**src/mprs_pkg.sv**
```systemverilog
// constants and state type of the module power and reset sequencer
// What this block does
// - A low level on the input-power-fault input means the module input voltage is not ready or out of range.
// - Internal power circuits are enabled only while the input-power-fault line is not driven low.
// - An undriven input-power-fault line reads as high, as through a pull-up.
// - Power-up starts either at the first power-on or at a power-button event, as configured.
// - Once power-up starts, the carrier supply enable is asserted and the carrier standby output is driven high.
// - The carrier supply enable is active high and switches on the carrier supplies.
// - The carrier reset output is held low during power-up and released to start booting.
// - The carrier reset is released and booting starts only while the reset request input is high.
// - A low reset request forces a reset or reboot, and holding it low at power-on postpones booting.
// - Software can also drive the carrier reset output through a general-purpose output.
// - The active-low carrier standby output signals suspend, in which core power is removed.
// - A power-button event wakes the system from, or sends it into, the always-on low-power mode.
// - A low recovery request at boot selects serial download over the first USB port.
// - Boot-source straps are ignored and the first-stage loader comes from the onboard NOR flash unless serial download mode was taken.
// - Control pins come up as inputs with pull-downs until firmware initialises them.
package mprs_pkg;
   localparam int CLK_PERIOD_NS = 100;
   localparam int SETTLE_TIME_NS = 10000;
   localparam int SETTLE_CYCLES = (SETTLE_TIME_NS + CLK_PERIOD_NS - 1) / CLK_PERIOD_NS;
   localparam int GPIO_COUNT = 19;
   localparam int SYNC_WIDTH = 4;
   localparam int SYNC_FAULT = 0;
   localparam int SYNC_RESET = 1;
   localparam int SYNC_KEY = 2;
   localparam int SYNC_RECOV = 3;
   // fault bit resets to not-good: nothing may power up before the real line has crossed the synchroniser
   localparam logic [3:0] SYNC_RESET_VALUE = 4'hE;
   typedef enum logic [2:0] {ST_OFF, ST_POWER_UP, ST_RESET_HOLD, ST_RUN, ST_SUSPEND} mprs_state_t;
endpackage : mprs_pkg

```
**src/mprs_sequencer.sv**
```systemverilog
// power-up, suspend and reset sequencer facing the carrier board
`timescale 1ns/1ps
module mprs_sequencer
   import mprs_pkg::*;
#(
   parameter int SETTLE = SETTLE_CYCLES,
   parameter int GPIOS = GPIO_COUNT
) (
   input wire logic clk,
   input wire logic rst,
   input wire logic input_power_fault_n,
   input wire logic input_power_fault_driven,
   input wire logic reset_request_n,
   input wire logic pwr_key_n,
   input wire logic recovery_request_n,
   input wire logic auto_power_on,
   input wire logic [2:0] boot_source_strap,
   input wire logic software_output_pin,
   input wire logic software_output_pin_en,
   input wire logic gpio_init_done,
   input wire logic [GPIOS-1:0] gpio_oe_request,
   output logic internal_power_enable,
   output logic core_power_enable,
   output logic carrier_supply_enable,
   output logic carrier_standby_n,
   output logic carrier_reset_n,
   output logic boot_start,
   output logic serial_download_mode,
   output logic boot_from_nor,
   output logic [GPIOS-1:0] gpio_oe,
   output logic [GPIOS-1:0] gpio_pull_down
);
   localparam int CW = $clog2(SETTLE + 1);

   logic [SYNC_WIDTH-1:0] raw_in;
   logic [SYNC_WIDTH-1:0] synced;
   logic fault_ok;
   logic reset_ok;
   logic key_level;
   logic recov_ok;
   logic key_prev;
   logic key_event;
   logic strap_taken;
   logic auto_mode;
   logic first_on_done;
   mprs_state_t state;
   mprs_state_t next_state;
   logic [CW-1:0] cnt;
   logic [CW-1:0] next_cnt;
   logic next_first_on_done;
   logic next_internal_power_enable;
   logic next_core_power_enable;
   logic next_carrier_supply_enable;
   logic next_carrier_standby_n;
   logic next_carrier_reset_n;
   logic next_boot_start;
   logic next_serial_download_mode;
   logic next_boot_from_nor;
   logic [GPIOS-1:0] next_gpio_oe;
   logic [GPIOS-1:0] next_gpio_pull_down;

   // an undriven fault line floats to its inactive high level
   assign raw_in[SYNC_FAULT] = input_power_fault_driven ? input_power_fault_n : 1'b1;
   assign raw_in[SYNC_RESET] = reset_request_n;
   assign raw_in[SYNC_KEY] = pwr_key_n;
   assign raw_in[SYNC_RECOV] = recovery_request_n;

   mprs_sync #(.WIDTH(SYNC_WIDTH), .RESET_VALUE(SYNC_RESET_VALUE)) u_sync (
      .clk(clk),
      .rst(rst),
      .d(raw_in),
      .q(synced)
   );

   // decoded synchronised levels; a low fault line means power not good
   assign fault_ok = synced[SYNC_FAULT];
   assign reset_ok = synced[SYNC_RESET];
   assign key_level = synced[SYNC_KEY];
   assign recov_ok = synced[SYNC_RECOV];
   assign key_event = key_prev && !key_level;

   // strap caught on the first edge after reset release, never under reset
   always_ff @(posedge clk or posedge rst) begin
      if (rst) begin
         key_prev <= 1'b1;
         strap_taken <= 1'b0;
         auto_mode <= 1'b0;
      end else begin
         key_prev <= key_level;
         strap_taken <= 1'b1;
         if (!strap_taken) begin
            auto_mode <= auto_power_on;
         end
      end
   end

   // sequencer next state; fault beats reset request beats button
   always_comb begin
      next_state = state;
      next_cnt = cnt;
      next_first_on_done = first_on_done;
      unique case (state)
         ST_OFF: begin
            // auto mode starts once only, later starts need the button
            if (fault_ok && strap_taken && ((auto_mode && !first_on_done) || key_event)) begin
               next_state = ST_POWER_UP;
               next_cnt = '0;
               next_first_on_done = 1'b1;
            end
         end
         ST_POWER_UP: begin
            // give carrier supplies time to come up under reset
            if (cnt == CW'(SETTLE - 1)) begin
               next_state = ST_RESET_HOLD;
            end else begin
               next_cnt = cnt + CW'(1);
            end
         end
         ST_RESET_HOLD: begin
            if (reset_ok) begin
               next_state = ST_RUN;
            end
         end
         ST_RUN: begin
            if (!reset_ok) begin
               next_state = ST_RESET_HOLD;
            end else if (key_event) begin
               next_state = ST_SUSPEND;
            end
         end
         ST_SUSPEND: begin
            if (key_event) begin
               next_state = ST_POWER_UP;
               next_cnt = '0;
            end
         end
      endcase
      if (!fault_ok) begin
         next_state = ST_OFF;
         next_cnt = '0;
      end
   end

   // outputs follow the next state so every pin is a flip-flop
   always_comb begin
      next_internal_power_enable = fault_ok;
      next_core_power_enable = (next_state == ST_POWER_UP) || (next_state == ST_RESET_HOLD) ||
                               (next_state == ST_RUN);
      next_carrier_supply_enable = (next_state != ST_OFF);
      next_carrier_standby_n = (next_state != ST_OFF) && (next_state != ST_SUSPEND);
      next_carrier_reset_n = 1'b0;
      if (next_state == ST_RUN) begin
         // software may pull reset low again once booted
         next_carrier_reset_n = software_output_pin_en ? software_output_pin : 1'b1;
      end
      next_boot_start = (state == ST_RESET_HOLD) && (next_state == ST_RUN);
      next_serial_download_mode = serial_download_mode;
      if (next_boot_start) begin
         next_serial_download_mode = !recov_ok;
      end
      // boot from NOR unless serial download mode was taken; the strap pins carry no meaning here
      next_boot_from_nor = !next_serial_download_mode;
   end

   // control pins stay inputs with pull-downs until firmware takes them
   for (genvar i = 0; i < GPIOS; i++) begin : g_pin
      always_comb begin
         next_gpio_oe[i] = gpio_init_done && gpio_oe_request[i];
         next_gpio_pull_down[i] = !gpio_init_done;
      end
   end

   // register stage for state and every output
   always_ff @(posedge clk or posedge rst) begin
      if (rst) begin
         state <= ST_OFF;
         cnt <= '0;
         first_on_done <= 1'b0;
         internal_power_enable <= 1'b0;
         core_power_enable <= 1'b0;
         carrier_supply_enable <= 1'b0;
         carrier_standby_n <= 1'b0;
         carrier_reset_n <= 1'b0;
         boot_start <= 1'b0;
         serial_download_mode <= 1'b0;
         boot_from_nor <= 1'b1;
         gpio_oe <= '0;
         gpio_pull_down <= '1;
      end else begin
         state <= next_state;
         cnt <= next_cnt;
         first_on_done <= next_first_on_done;
         internal_power_enable <= next_internal_power_enable;
         core_power_enable <= next_core_power_enable;
         carrier_supply_enable <= next_carrier_supply_enable;
         carrier_standby_n <= next_carrier_standby_n;
         carrier_reset_n <= next_carrier_reset_n;
         boot_start <= next_boot_start;
         serial_download_mode <= next_serial_download_mode;
         boot_from_nor <= next_boot_from_nor;
         gpio_oe <= next_gpio_oe;
         gpio_pull_down <= next_gpio_pull_down;
      end
   end
endmodule : mprs_sequencer

```
**src/mprs_sync.sv**
```systemverilog
// two-stage synchroniser for a group of asynchronous levels
`timescale 1ns/1ps
module mprs_sync #(
   parameter int WIDTH = 4,
   parameter logic [WIDTH-1:0] RESET_VALUE = '1
) (
   input wire logic clk,
   input wire logic rst,
   input wire logic [WIDTH-1:0] d,
   output logic [WIDTH-1:0] q
);
   logic [WIDTH-1:0] stage1;

   // first stage feeds only the second; reset to the safe level chosen by the parent
   always_ff @(posedge clk or posedge rst) begin
      if (rst) begin
         stage1 <= RESET_VALUE;
         q <= RESET_VALUE;
      end else begin
         stage1 <= d;
         q <= stage1;
      end
   end
endmodule : mprs_sync

```
**config.mk**
```make
export PLATFORM = sky130hd
export DESIGN_NAME = mprs_sequencer
export DESIGN_NICKNAME = d
export VERILOG_FILES = /design/src/mprs_pkg.sv /design/src/mprs_sequencer.sv /design/src/mprs_sync.sv
export SDC_FILE = /design/constraint.sdc
export NUM_CORES = 1
export LEC_CHECK = 0
export BUFFER_PORTS_ARGS = -buffer_cell sky130_fd_sc_hd__buf_2
export CAP_MARGIN = 10
export CORE_MARGIN = 2
export CORE_UTILIZATION = 51
export DETAILED_ROUTE_END_ITERATION = 6
export MAX_ROUTING_LAYER = met4
export PLACE_DENSITY = 0.81
export SYNTH_ARGS = -nofsm -noshare
export SYNTH_HDL_FRONTEND = slang
export SYNTH_HIERARCHICAL = 1
export SYNTH_SLANG_ARGS = --single-unit
```
**constraint.sdc**
```tcl
create_clock -name clk -period 5.3 [get_ports clk]
set_clock_uncertainty 0.05 [all_clocks]
set_input_delay 0 -clock clk [delete_from_list [all_inputs] [get_ports clk]]
set_output_delay 0 -clock clk [all_outputs]
set_load 0.03 [all_outputs]
```
Yosys cells after proc, flatten, opt, wreduce, memory -nomap -nowiden
Cells that the tools add are included.
{ "classes": {"addsub": 1, "eq_ne": 13, "muxes": 17, "reduce_logical": 37} }
{ "ops": {"columns": ["cell", "n"], "rows": [
  ["$mux 7", 4],
  ["$logic_and 1x1->1", 25],
  ["$mux 3", 7],
  ["$pmux 7 s3", 1],
  ["$pmux 3 s5", 1],
  ["$eq 3x2->1 const B", 4],
  ["$ne 3x3->1 const B", 4],
  ["$add 7x1->7 const B", 1],
  ["$eq 7x7->1 const B", 1],
  ["$eq 3x1->1 const B", 2],
  ["$logic_not 1->1", 5],
  ["$mux 1", 4],
  ["$ne 4x4->1 const B", 1],
  ["$reduce_and 4->1", 1],
  ["$eq 3x3->1 const B", 1],
  ["$logic_not 3->1", 1],
  ["$logic_or 1x1->1", 3],
  ["$reduce_bool 3->1", 1],
  ["$reduce_and 2->1", 1]
]} }
{ "word_totals": {"regBits": 50, "out_inout_bits": 46, "wordCells": 86} }

Longest topological paths before layout
Gate-level depths: netlist of the first run.
{ "logic_depth": {"ltp_word": 11, "depth_mapped": 8} }

Modules after synthesis
Netlist of the first run, hierarchy kept.
{ "modules_own_cells": {"columns": ["module", "instances", "cells_each", "area_each_um2", "seq_area_each_um2"], "rows": [
  ["mprs_sequencer", 1, 159, 1803.0, 1054.8],
  ["mprs_sync", 1, 9, 211.5, 207.7]
]} }

Worst setup path after synthesis of the first run
No wires, ideal clock.
{ "synth_timing": {"kind": "reg-to-reg", "start": "reg cnt[2]", "end": "reg boot_from_nor", "t_arrival_ns": 2.037, "path_slack_ns": 3.130, "path_stages_with_launch": 7, "path_buffers": 1, "period_less_slack_ns": 2.170, "path_cell_list": "dfrtp_1 or4b_4 or3b_1 and4_4 buf_6 and3_4 mux2_4"} }
{ "synth_via": {"elab_chain_len": 8} }
{ "synth_rtl": {"columns": ["element", "line_no", "text"], "rows": [
  ["from (decl)", "mprs_sequencer.sv:48", "logic [CW-1:0] cnt;"],
  ["from (signal assigned)", "mprs_sequencer.sv:191", "cnt <= next_cnt;"],
  ["$eq 7x7->1", "mprs_sequencer.sv:113", "if (cnt == CW'(SETTLE - 1)) begin"],
  ["$mux 3", "mprs_sequencer.sv:113", null],
  ["$pmux 3 s5", "mprs_sequencer.sv:102", "unique case (state)"],
  ["$mux 3", "mprs_sequencer.sv:138", "if (!fault_ok) begin"],
  ["net next_state[0]", "mprs_sequencer.sv:47", "mprs_state_t next_state;"],
  ["$eq 3x2->1", "mprs_sequencer.sv:156", "next_boot_start = (state == ST_RESET_HOLD) && (next_state == ST_RUN);"],
  ["$logic_and 1x1->1", "mprs_sequencer.sv:156", null],
  ["net next_boot_start", "mprs_sequencer.sv:56", "logic next_boot_start;"],
  ["$mux 1", "mprs_sequencer.sv:158", "if (next_boot_start) begin"],
  ["$logic_not 1->1", "mprs_sequencer.sv:162", "next_boot_from_nor = !next_serial_download_mode;"],
  ["net next_boot_from_nor", "mprs_sequencer.sv:58", "logic next_boot_from_nor;"],
  ["to (signal assigned)", "mprs_sequencer.sv:200", "boot_from_nor <= next_boot_from_nor;"],
  ["to (decl)", "mprs_sequencer.sv:29", "output logic boot_from_nor,"]
]} }
The timed path passes the listed nets, and every way through them passes these cells.
A chain may end at the register's enable or synchronous reset.

Final worst setup path of the first run
Same ends and word-level chain as after synthesis.

==> results of run 1 <==
==> cells in the final DEF (no fill, tap or decap), types with 3 or more instances in the layout <==
cell,count
o21a_1,3
dfstp_2,9
xor2_1,4
buf_2,75
and3_1,3
nor2_1,11
nand2_1,11
and2_1,19
inv_1,8
clkbuf_8,6
dfrtp_1,41
nand4_1,5
dlygate4sd3_1,29
nor2b_1,5
==> metrics by stage <==
step / hold WS [ps] / instance area [µm²] / cells
floorplan: -238.6 / 2014 / 168
global placement: -97.21 / 2300 / 270
detailed placement: -86.14 / 2300 / 270
CTS: 114.0 / 2711 / 307
global route: 183.6 / 2711 / 307
finish: 151.7 / 2711 / 307
==> sequential cells by signal, indices dropped and copies added (netlist names), 3 cells and up, named ones only <==
| signal | flops |
|---|---|
| cnt | 7 |
| gpio_oe | 19 |
| state | 3 |
| u_sync/q | 4 |
| u_sync/stage1 | 4 |
==> power breakdown <==
group | switching [W] | internal [W]
clock | 0.000128 | 0.000155
combinational | 0.000182 | 0.000115
sequential | 0.0000410 | 0.000438
==> metal layers <==
| layer | up-vias | GRT usage [%] |
|---|---|---|
| met5 | - | - |
| met4 | 0 | 11.48 |
| met3 | 8 | 7.432 |
| met2 | 65 | 40.88 |
| met1 | 722 | 23.86 |
| li1 | 706 | - |
==> area by class of cell <==
type / instances / share of cell area, %
Tap cell: 48 / 2.215
Clock inverter: 2 / 1.431
Timing Repair Buffer: 105 / 24.83
Inverter: 8 / 1.108
Sequential cell: 50 / 46.56
Clock buffer: 6 / 3.046
Multi-Input combinational cell: 88 / 20.81
==> worst max path at each step <==
stage / startpoint / cells after the start / endpoint
finish: cnt[2] / 6 / boot_from_nor
floorplan: cnt[2] / 6 / boot_from_nor
CTS: cnt[2] / 6 / boot_from_nor
detailed placement: cnt[2] / 6 / boot_from_nor
global route: cnt[2] / 6 / boot_from_nor
global placement: cnt[2] / 6 / boot_from_nor
==> worst reg2reg max path, delay by kind of cell, from the launching register on <==
kind             cells  cell delay (ps)
AO/OA/AOI/OAI        1              190
flip-flops           1              440
multiplexers         1              300
AND/OR/NAND/NOR      4             1310
==> repair_timing <==
action | in CTS | in global routing
resized for setup | 0 | 0
setup buffers | 0 | 0
endpoints found under the setup margin | 0 | 0
endpoints found under the hold margin | 73 | 0
hold buffers | 29 | 0
==> logic make-up after synthesis <==
group                      share of synthesized area, %
AOI/OAI and AO/OA                                 4.473
xor gates and xnor gates                          1.739
adders and majority gates                        0.6210
buffers and inverters                             9.317
DFF                                               62.67
muxes                                             1.801
other                                            0.1862
and+or+nand+nor                                   19.19
==> reports/summary.txt, run 1 <==
clk root buf = clkbuf_8
gpl congestion = 0.8178
H-tree levels = 2
Tmin final = 2342 ps
final core utilization = 72.96%
top-count cell post-synth = dfrtp_1
Yosys reg bits = 50
Fin. Hold Viols = 0
WS Path Type = flip-flop to flip-flop
CTS tree = built
largest net degree at the start of global routing = 43
vias in the first global route = 1507
R2R Path Start = cnt[2]
Detail Route met3 WL = 329 µm
fillcell total = 236
crit end category = flip-flop
via count = 1501
IO buf count = 75
die area = 4468 µm²
leading area contributor after synthesis = dfrtp_1
Post-Synthesis Cell Area = 2014 µm²
Tcrit/Tclk final = 44.20%
max-slew violation count = 0
Routed wire per std cell = 14.07 µm
Final ANT Viol Nets = 0
Hold Path Class = input pin to asynchronous set/reset pin
Worst setup SP type = flip-flop
Max Cap Viol = 0
Slew @ Worst Pin = 504.3 ps
Worst IR Drop VDD = 0.2331 mV
Yosys Warn Count = 6
RR Endpoint = boot_from_nor
Slew headroom = 66.38%
clock buffer depth = 2
metal2 WL = 2.340 mm
number of flops mapped to enable cells by yosys = 0
main area contributors after synthesis = dfrtp_1 (51%), dfstp_2 (12%), buf_4 (6.7%)
crit-path max FO = 5
Unique masters post-synth = 38
Iter 0 DRT Violations = 116
initial antenna violation count = 0
main flop type after synthesis = dfrtp_1
R2R setup slack = 2960 ps
worst reg-to-reg path cell count = 6
Top delay family on crit path = simple AND/OR/NAND/NOR gates
status = finished clean
max incr delay on CP = 570 ps
hpwl dp = 2.541 mm
Storage cell area = 1262 µm²
total grt overflow = 0
clock-pin slew on the worst setup and hold paths = 90 ps
Crit-path slowest cell = or4b_4
# IOs = 79
RSZ-0062 raised after global routing = no
fin nets = 292
Async SR Flop Fraction = 100.0%
Initial Util = 54.21%
setup ws final = 2958 ps
Core Footprint = 3716 µm²
first-pass GRT wire length = 7.127 mm
worst-path cell chain = or4b_4 > o21ai_2 > nand2_1 > nor3_4 > and3_4 > mux2_4
DR DRC count = 0
Multi-input gate area = 564.3 µm²
Metal-1 WL = 1.541 mm
leakage power = 1.373 nW
pre-CTS setup slack = 2985 ps
Mapped Cells = 168
clk_lat worst skew = 320 ps
Tot GR Track Use = 23.50%
post-synthesis sequential area ratio = 62.67%
Die Y = 66.85 µm
PwrDens = 390.6 nW/µm²
WL final = 4.320 mm
top layer used by detailed routing = met4
share of post-route cells with drive strength above 1 = 38.61%
Setup TNS Final = 0 ps
CTS Buf Count = 5
total nets after synthesis = 202
Total Power = 0.001059 W
post-synth top area share = 50.93%
Die X-Extent = 66.85 µm
TritonRoute pass-1 iters = 4
FP Rows = 22
Final Setup Violations = 0
Layout area overhead = 34.60%
Post-Syn Area per Cell = 11.99 µm²
DR vias/cell = 4.889
Antenna diodes = 0
Fmax achieved = 426.9 MHz
WP buf/inv = 0
CTS sink count = 50
top post-synthesis cells by count = dfrtp_1 (41), and2_1 (19), buf_4 (18), nand2_1 (11), nor2_1 (11)
crit path DAT = 2550 ps
Worst EP required = 5510 ps
(Power assumes the default switching activity.)
==> run 2, diff against run 1 <==
Settings changed: CORE_UTILIZATION 51 to 48, PLACE_DENSITY 0.81 to 0.77.
Clock period 5.3 ns to 2.3 ns, I/O delays scaled along.
==> run 2 against run 1 <==
Compared with the run above:
- core utilization decreased by 4.7 points
- setup slack worse by 2800 ps
- first-iteration DRC count down 45%
- sequential power rose by 130%
- largest power group unchanged
- total power grew 130%
- register-to-register slack got worse by 2800 ps
- cell area rose by 1.5%
- via count shrank 2.7%
- non-clock buffer count is 4 higher
- maximum frequency up 10%
- sequential share of layout area fell by 0.68 points
- largest cell class unchanged
- critical path depth is the same
==> reports/summary.txt, run 2 (same netlist as run 1, synthesis figures left out) <==
status = finished clean
H-tree levels = 2 (unchanged)
Worst EP required = 2480 ps (-3030 ps)
commonest non-fill, non-tap cells in the layout = buf_2 (75), dfrtp_1 (41), dlygate4sd3_1 (29)
Layout area overhead = 36.58%
Tmin final = 2125 ps (-217.4 ps)
RR Endpoint = boot_from_nor
CTS sink count = 50 (unchanged)
via count = 1461 (-2.7%)
first-pass GRT wire length = 6.520 mm (-8.5%)
Fin. Hold Viols = 0 (unchanged)
clock-pin slew on the worst setup and hold paths = 90 ps (about the same)
# IOs = 79 (unchanged)
Routed wire per std cell = 12.72 µm (-9.6%)
initial antenna violation count = 0 (unchanged)
die area = 4731 µm² (+5.9%)
Worst setup SP type = flip-flop
Tot GR Track Use = 19.54% (-4.0 points)
worst reg-to-reg path cell count = 6 (unchanged)
fin nets = 296 (+1.4%)
WL final = 3.981 mm (-7.8%)
Iter 0 DRT Violations = 64 (-45%)
crit end category = flip-flop
CTS resizes = 0 (unchanged)
DR DRC count = 0 (unchanged)
Setup TNS Final = 0 ps (unchanged)
Tcrit/Tclk final = 92.39% (+48 points)
crit-path max FO = 5 (unchanged)
combinational power share = 29.8% (+1.8 points)
commonest non-fill, non-tap cell in the layout = buf_2
clk_lat worst skew = 290 ps (-30 ps)
hpwl dp = 2.612 mm (+2.8%)
Total Power = 0.002427 W (+130%)
Die Y = 68.78 µm (+2.9%)
leakage power = 1.394 nW (+1.5%)
CTS tree = built
Top Registers = gpio_oe x19, cnt x7
gpl congestion = 0.8662 (+5.9%)
Max Cap Viol = 0 (unchanged)
clk root buf = clkbuf_8
Final ANT Viol Nets = 0 (unchanged)
clock buffer depth = 2 (unchanged)
Initial Util = 50.00% (-4.2 points)
CTS Buf Count = 5 (unchanged)
crit path DAT = 2310 ps (-240 ps)
largest net degree at the start of global routing = 29 (-33%)
Final Setup Violations = 0 (unchanged)
total grt overflow = 0 (unchanged)
Fmax achieved = 470.6 MHz (+10%)
Slew headroom = 62.07% (-4.3 points)
Sw Share = 31.84% (-1.3 points)
PwrDens = 882.0 nW/µm² (+130%)
Largest Register = gpio_oe
RSZ-0062 raised after global routing = no
max FFs per register = 19 (unchanged)
part of the power in registers = 44.6% (-0.6 points)
DR vias/cell = 4.668 (-4.5%)
max-slew violation count = 0 (unchanged)
IO buf count = 75 (unchanged)
internal power = 0.001654 W (+130%)
TritonRoute pass-1 iters = 4 (unchanged)
Slew @ Worst Pin = 568.3 ps (+64.03 ps)
Core Footprint = 4029 µm² (+8.4%)
share of post-route cells with drive strength above 1 = 39.16% (+0.55 points)
Psw = 0.0007727 W (+120%)
Antenna diodes = 0 (unchanged)
Hold Path Class = input pin to asynchronous set/reset pin
vias in the first global route = 1519 (+0.80%)
Die X-Extent = 68.78 µm (+2.9%)
FP Rows = 23 (+4.5%)
R2R setup slack = 170 ps (-2780 ps)
WS Path Type = flip-flop to flip-flop
R2R Path Start = cnt[3]
clock share of power = 25.6% (-1.1 points)
Worst IR Drop VDD = 0.4929 mV (+110%)
fillcell total = 291 (+23%)
==> run 2: cell type report <==
class	count	area, µm²	area share (%)
Multi-Input combinational cell	88	564.3	20.51
Clock buffer	7	86.33	3.138
Sequential cell	50	1262	45.88
Timing Repair Buffer	109	715.7	26.01
Inverter	8	30.03	1.091
Clock inverter	1	30.03	1.091
Tap cell	50	62.56	2.274
==> run 2: critical path, cell delays in order, from the launching register on <==
cell     delay, ps
dfrtp_1        420
or4b_4         550
o21ai_2        180
nand2_1        130
nor3_4         200
and3_4         250
mux2_4         290
==> run 2: repair_timing <==
item                                   4_1_cts  5_1_grt
setup endpoints to repair                    0        1
hold buffers                                29        0
endpoints found under the hold margin       48        0
setup buffers                                0        0
==> run 2: layer usage <==
metal  wire length [µm]  global-route usage (%)  vias to the layer above
li1                   -                       -                      713
met1               1593                   22.64                      693
met2               2095                   32.69                       52
met3                271                   7.143                        3
met4                 21                   4.412                        0
met5                  0                       -                        -
==> run 2: power by group through the flow <==
stage | Combinational, W | Sequential (W) | Clock (W)
2_1_floorplan | 0.000381 | 0.00124 | 0
3_3_place_gp | 0.000676 | 0.00109 | 0
3_5_place_dp | 0.000689 | 0.00110 | 0
4_1_cts | 0.000727 | 0.00108 | 0.000638
5_1_grt | 0.000800 | 0.00110 | 0.000677
6_report | 0.000723 | 0.00108 | 0.000622
==> run 2: worst max-delay path by stage <==
stage	from	end	slack, ps	cells after the start
floorplan	cnt[2]	boot_from_nor	130	6
global placement	cnt[3]	boot_from_nor	140	6
detailed placement	cnt[3]	boot_from_nor	110	6
CTS	cnt[3]	boot_from_nor	100	6
global route	u_sync/q[2]	boot_from_nor	6	6
finish	cnt[3]	boot_from_nor	170	6
==> run 2: per-stage QoR <==
step | hold WS (ps) | setup WS [ps] | instances | area, µm² | utilization [%]
finish | 176.8 | 175.0 | 313 | 2751 | 68.29
global route | 185.3 | 5.578 | 313 | 2751 | 68.29
CTS | 158.9 | 100.2 | 313 | 2751 | 68.29
floorplan | -238.6 | 130.3 | 168 | 2014 | -
detailed placement | -88.30 | 105.2 | 276 | 2345 | 58.20
global placement | -97.80 | 141.1 | 276 | 2345 | 58.20
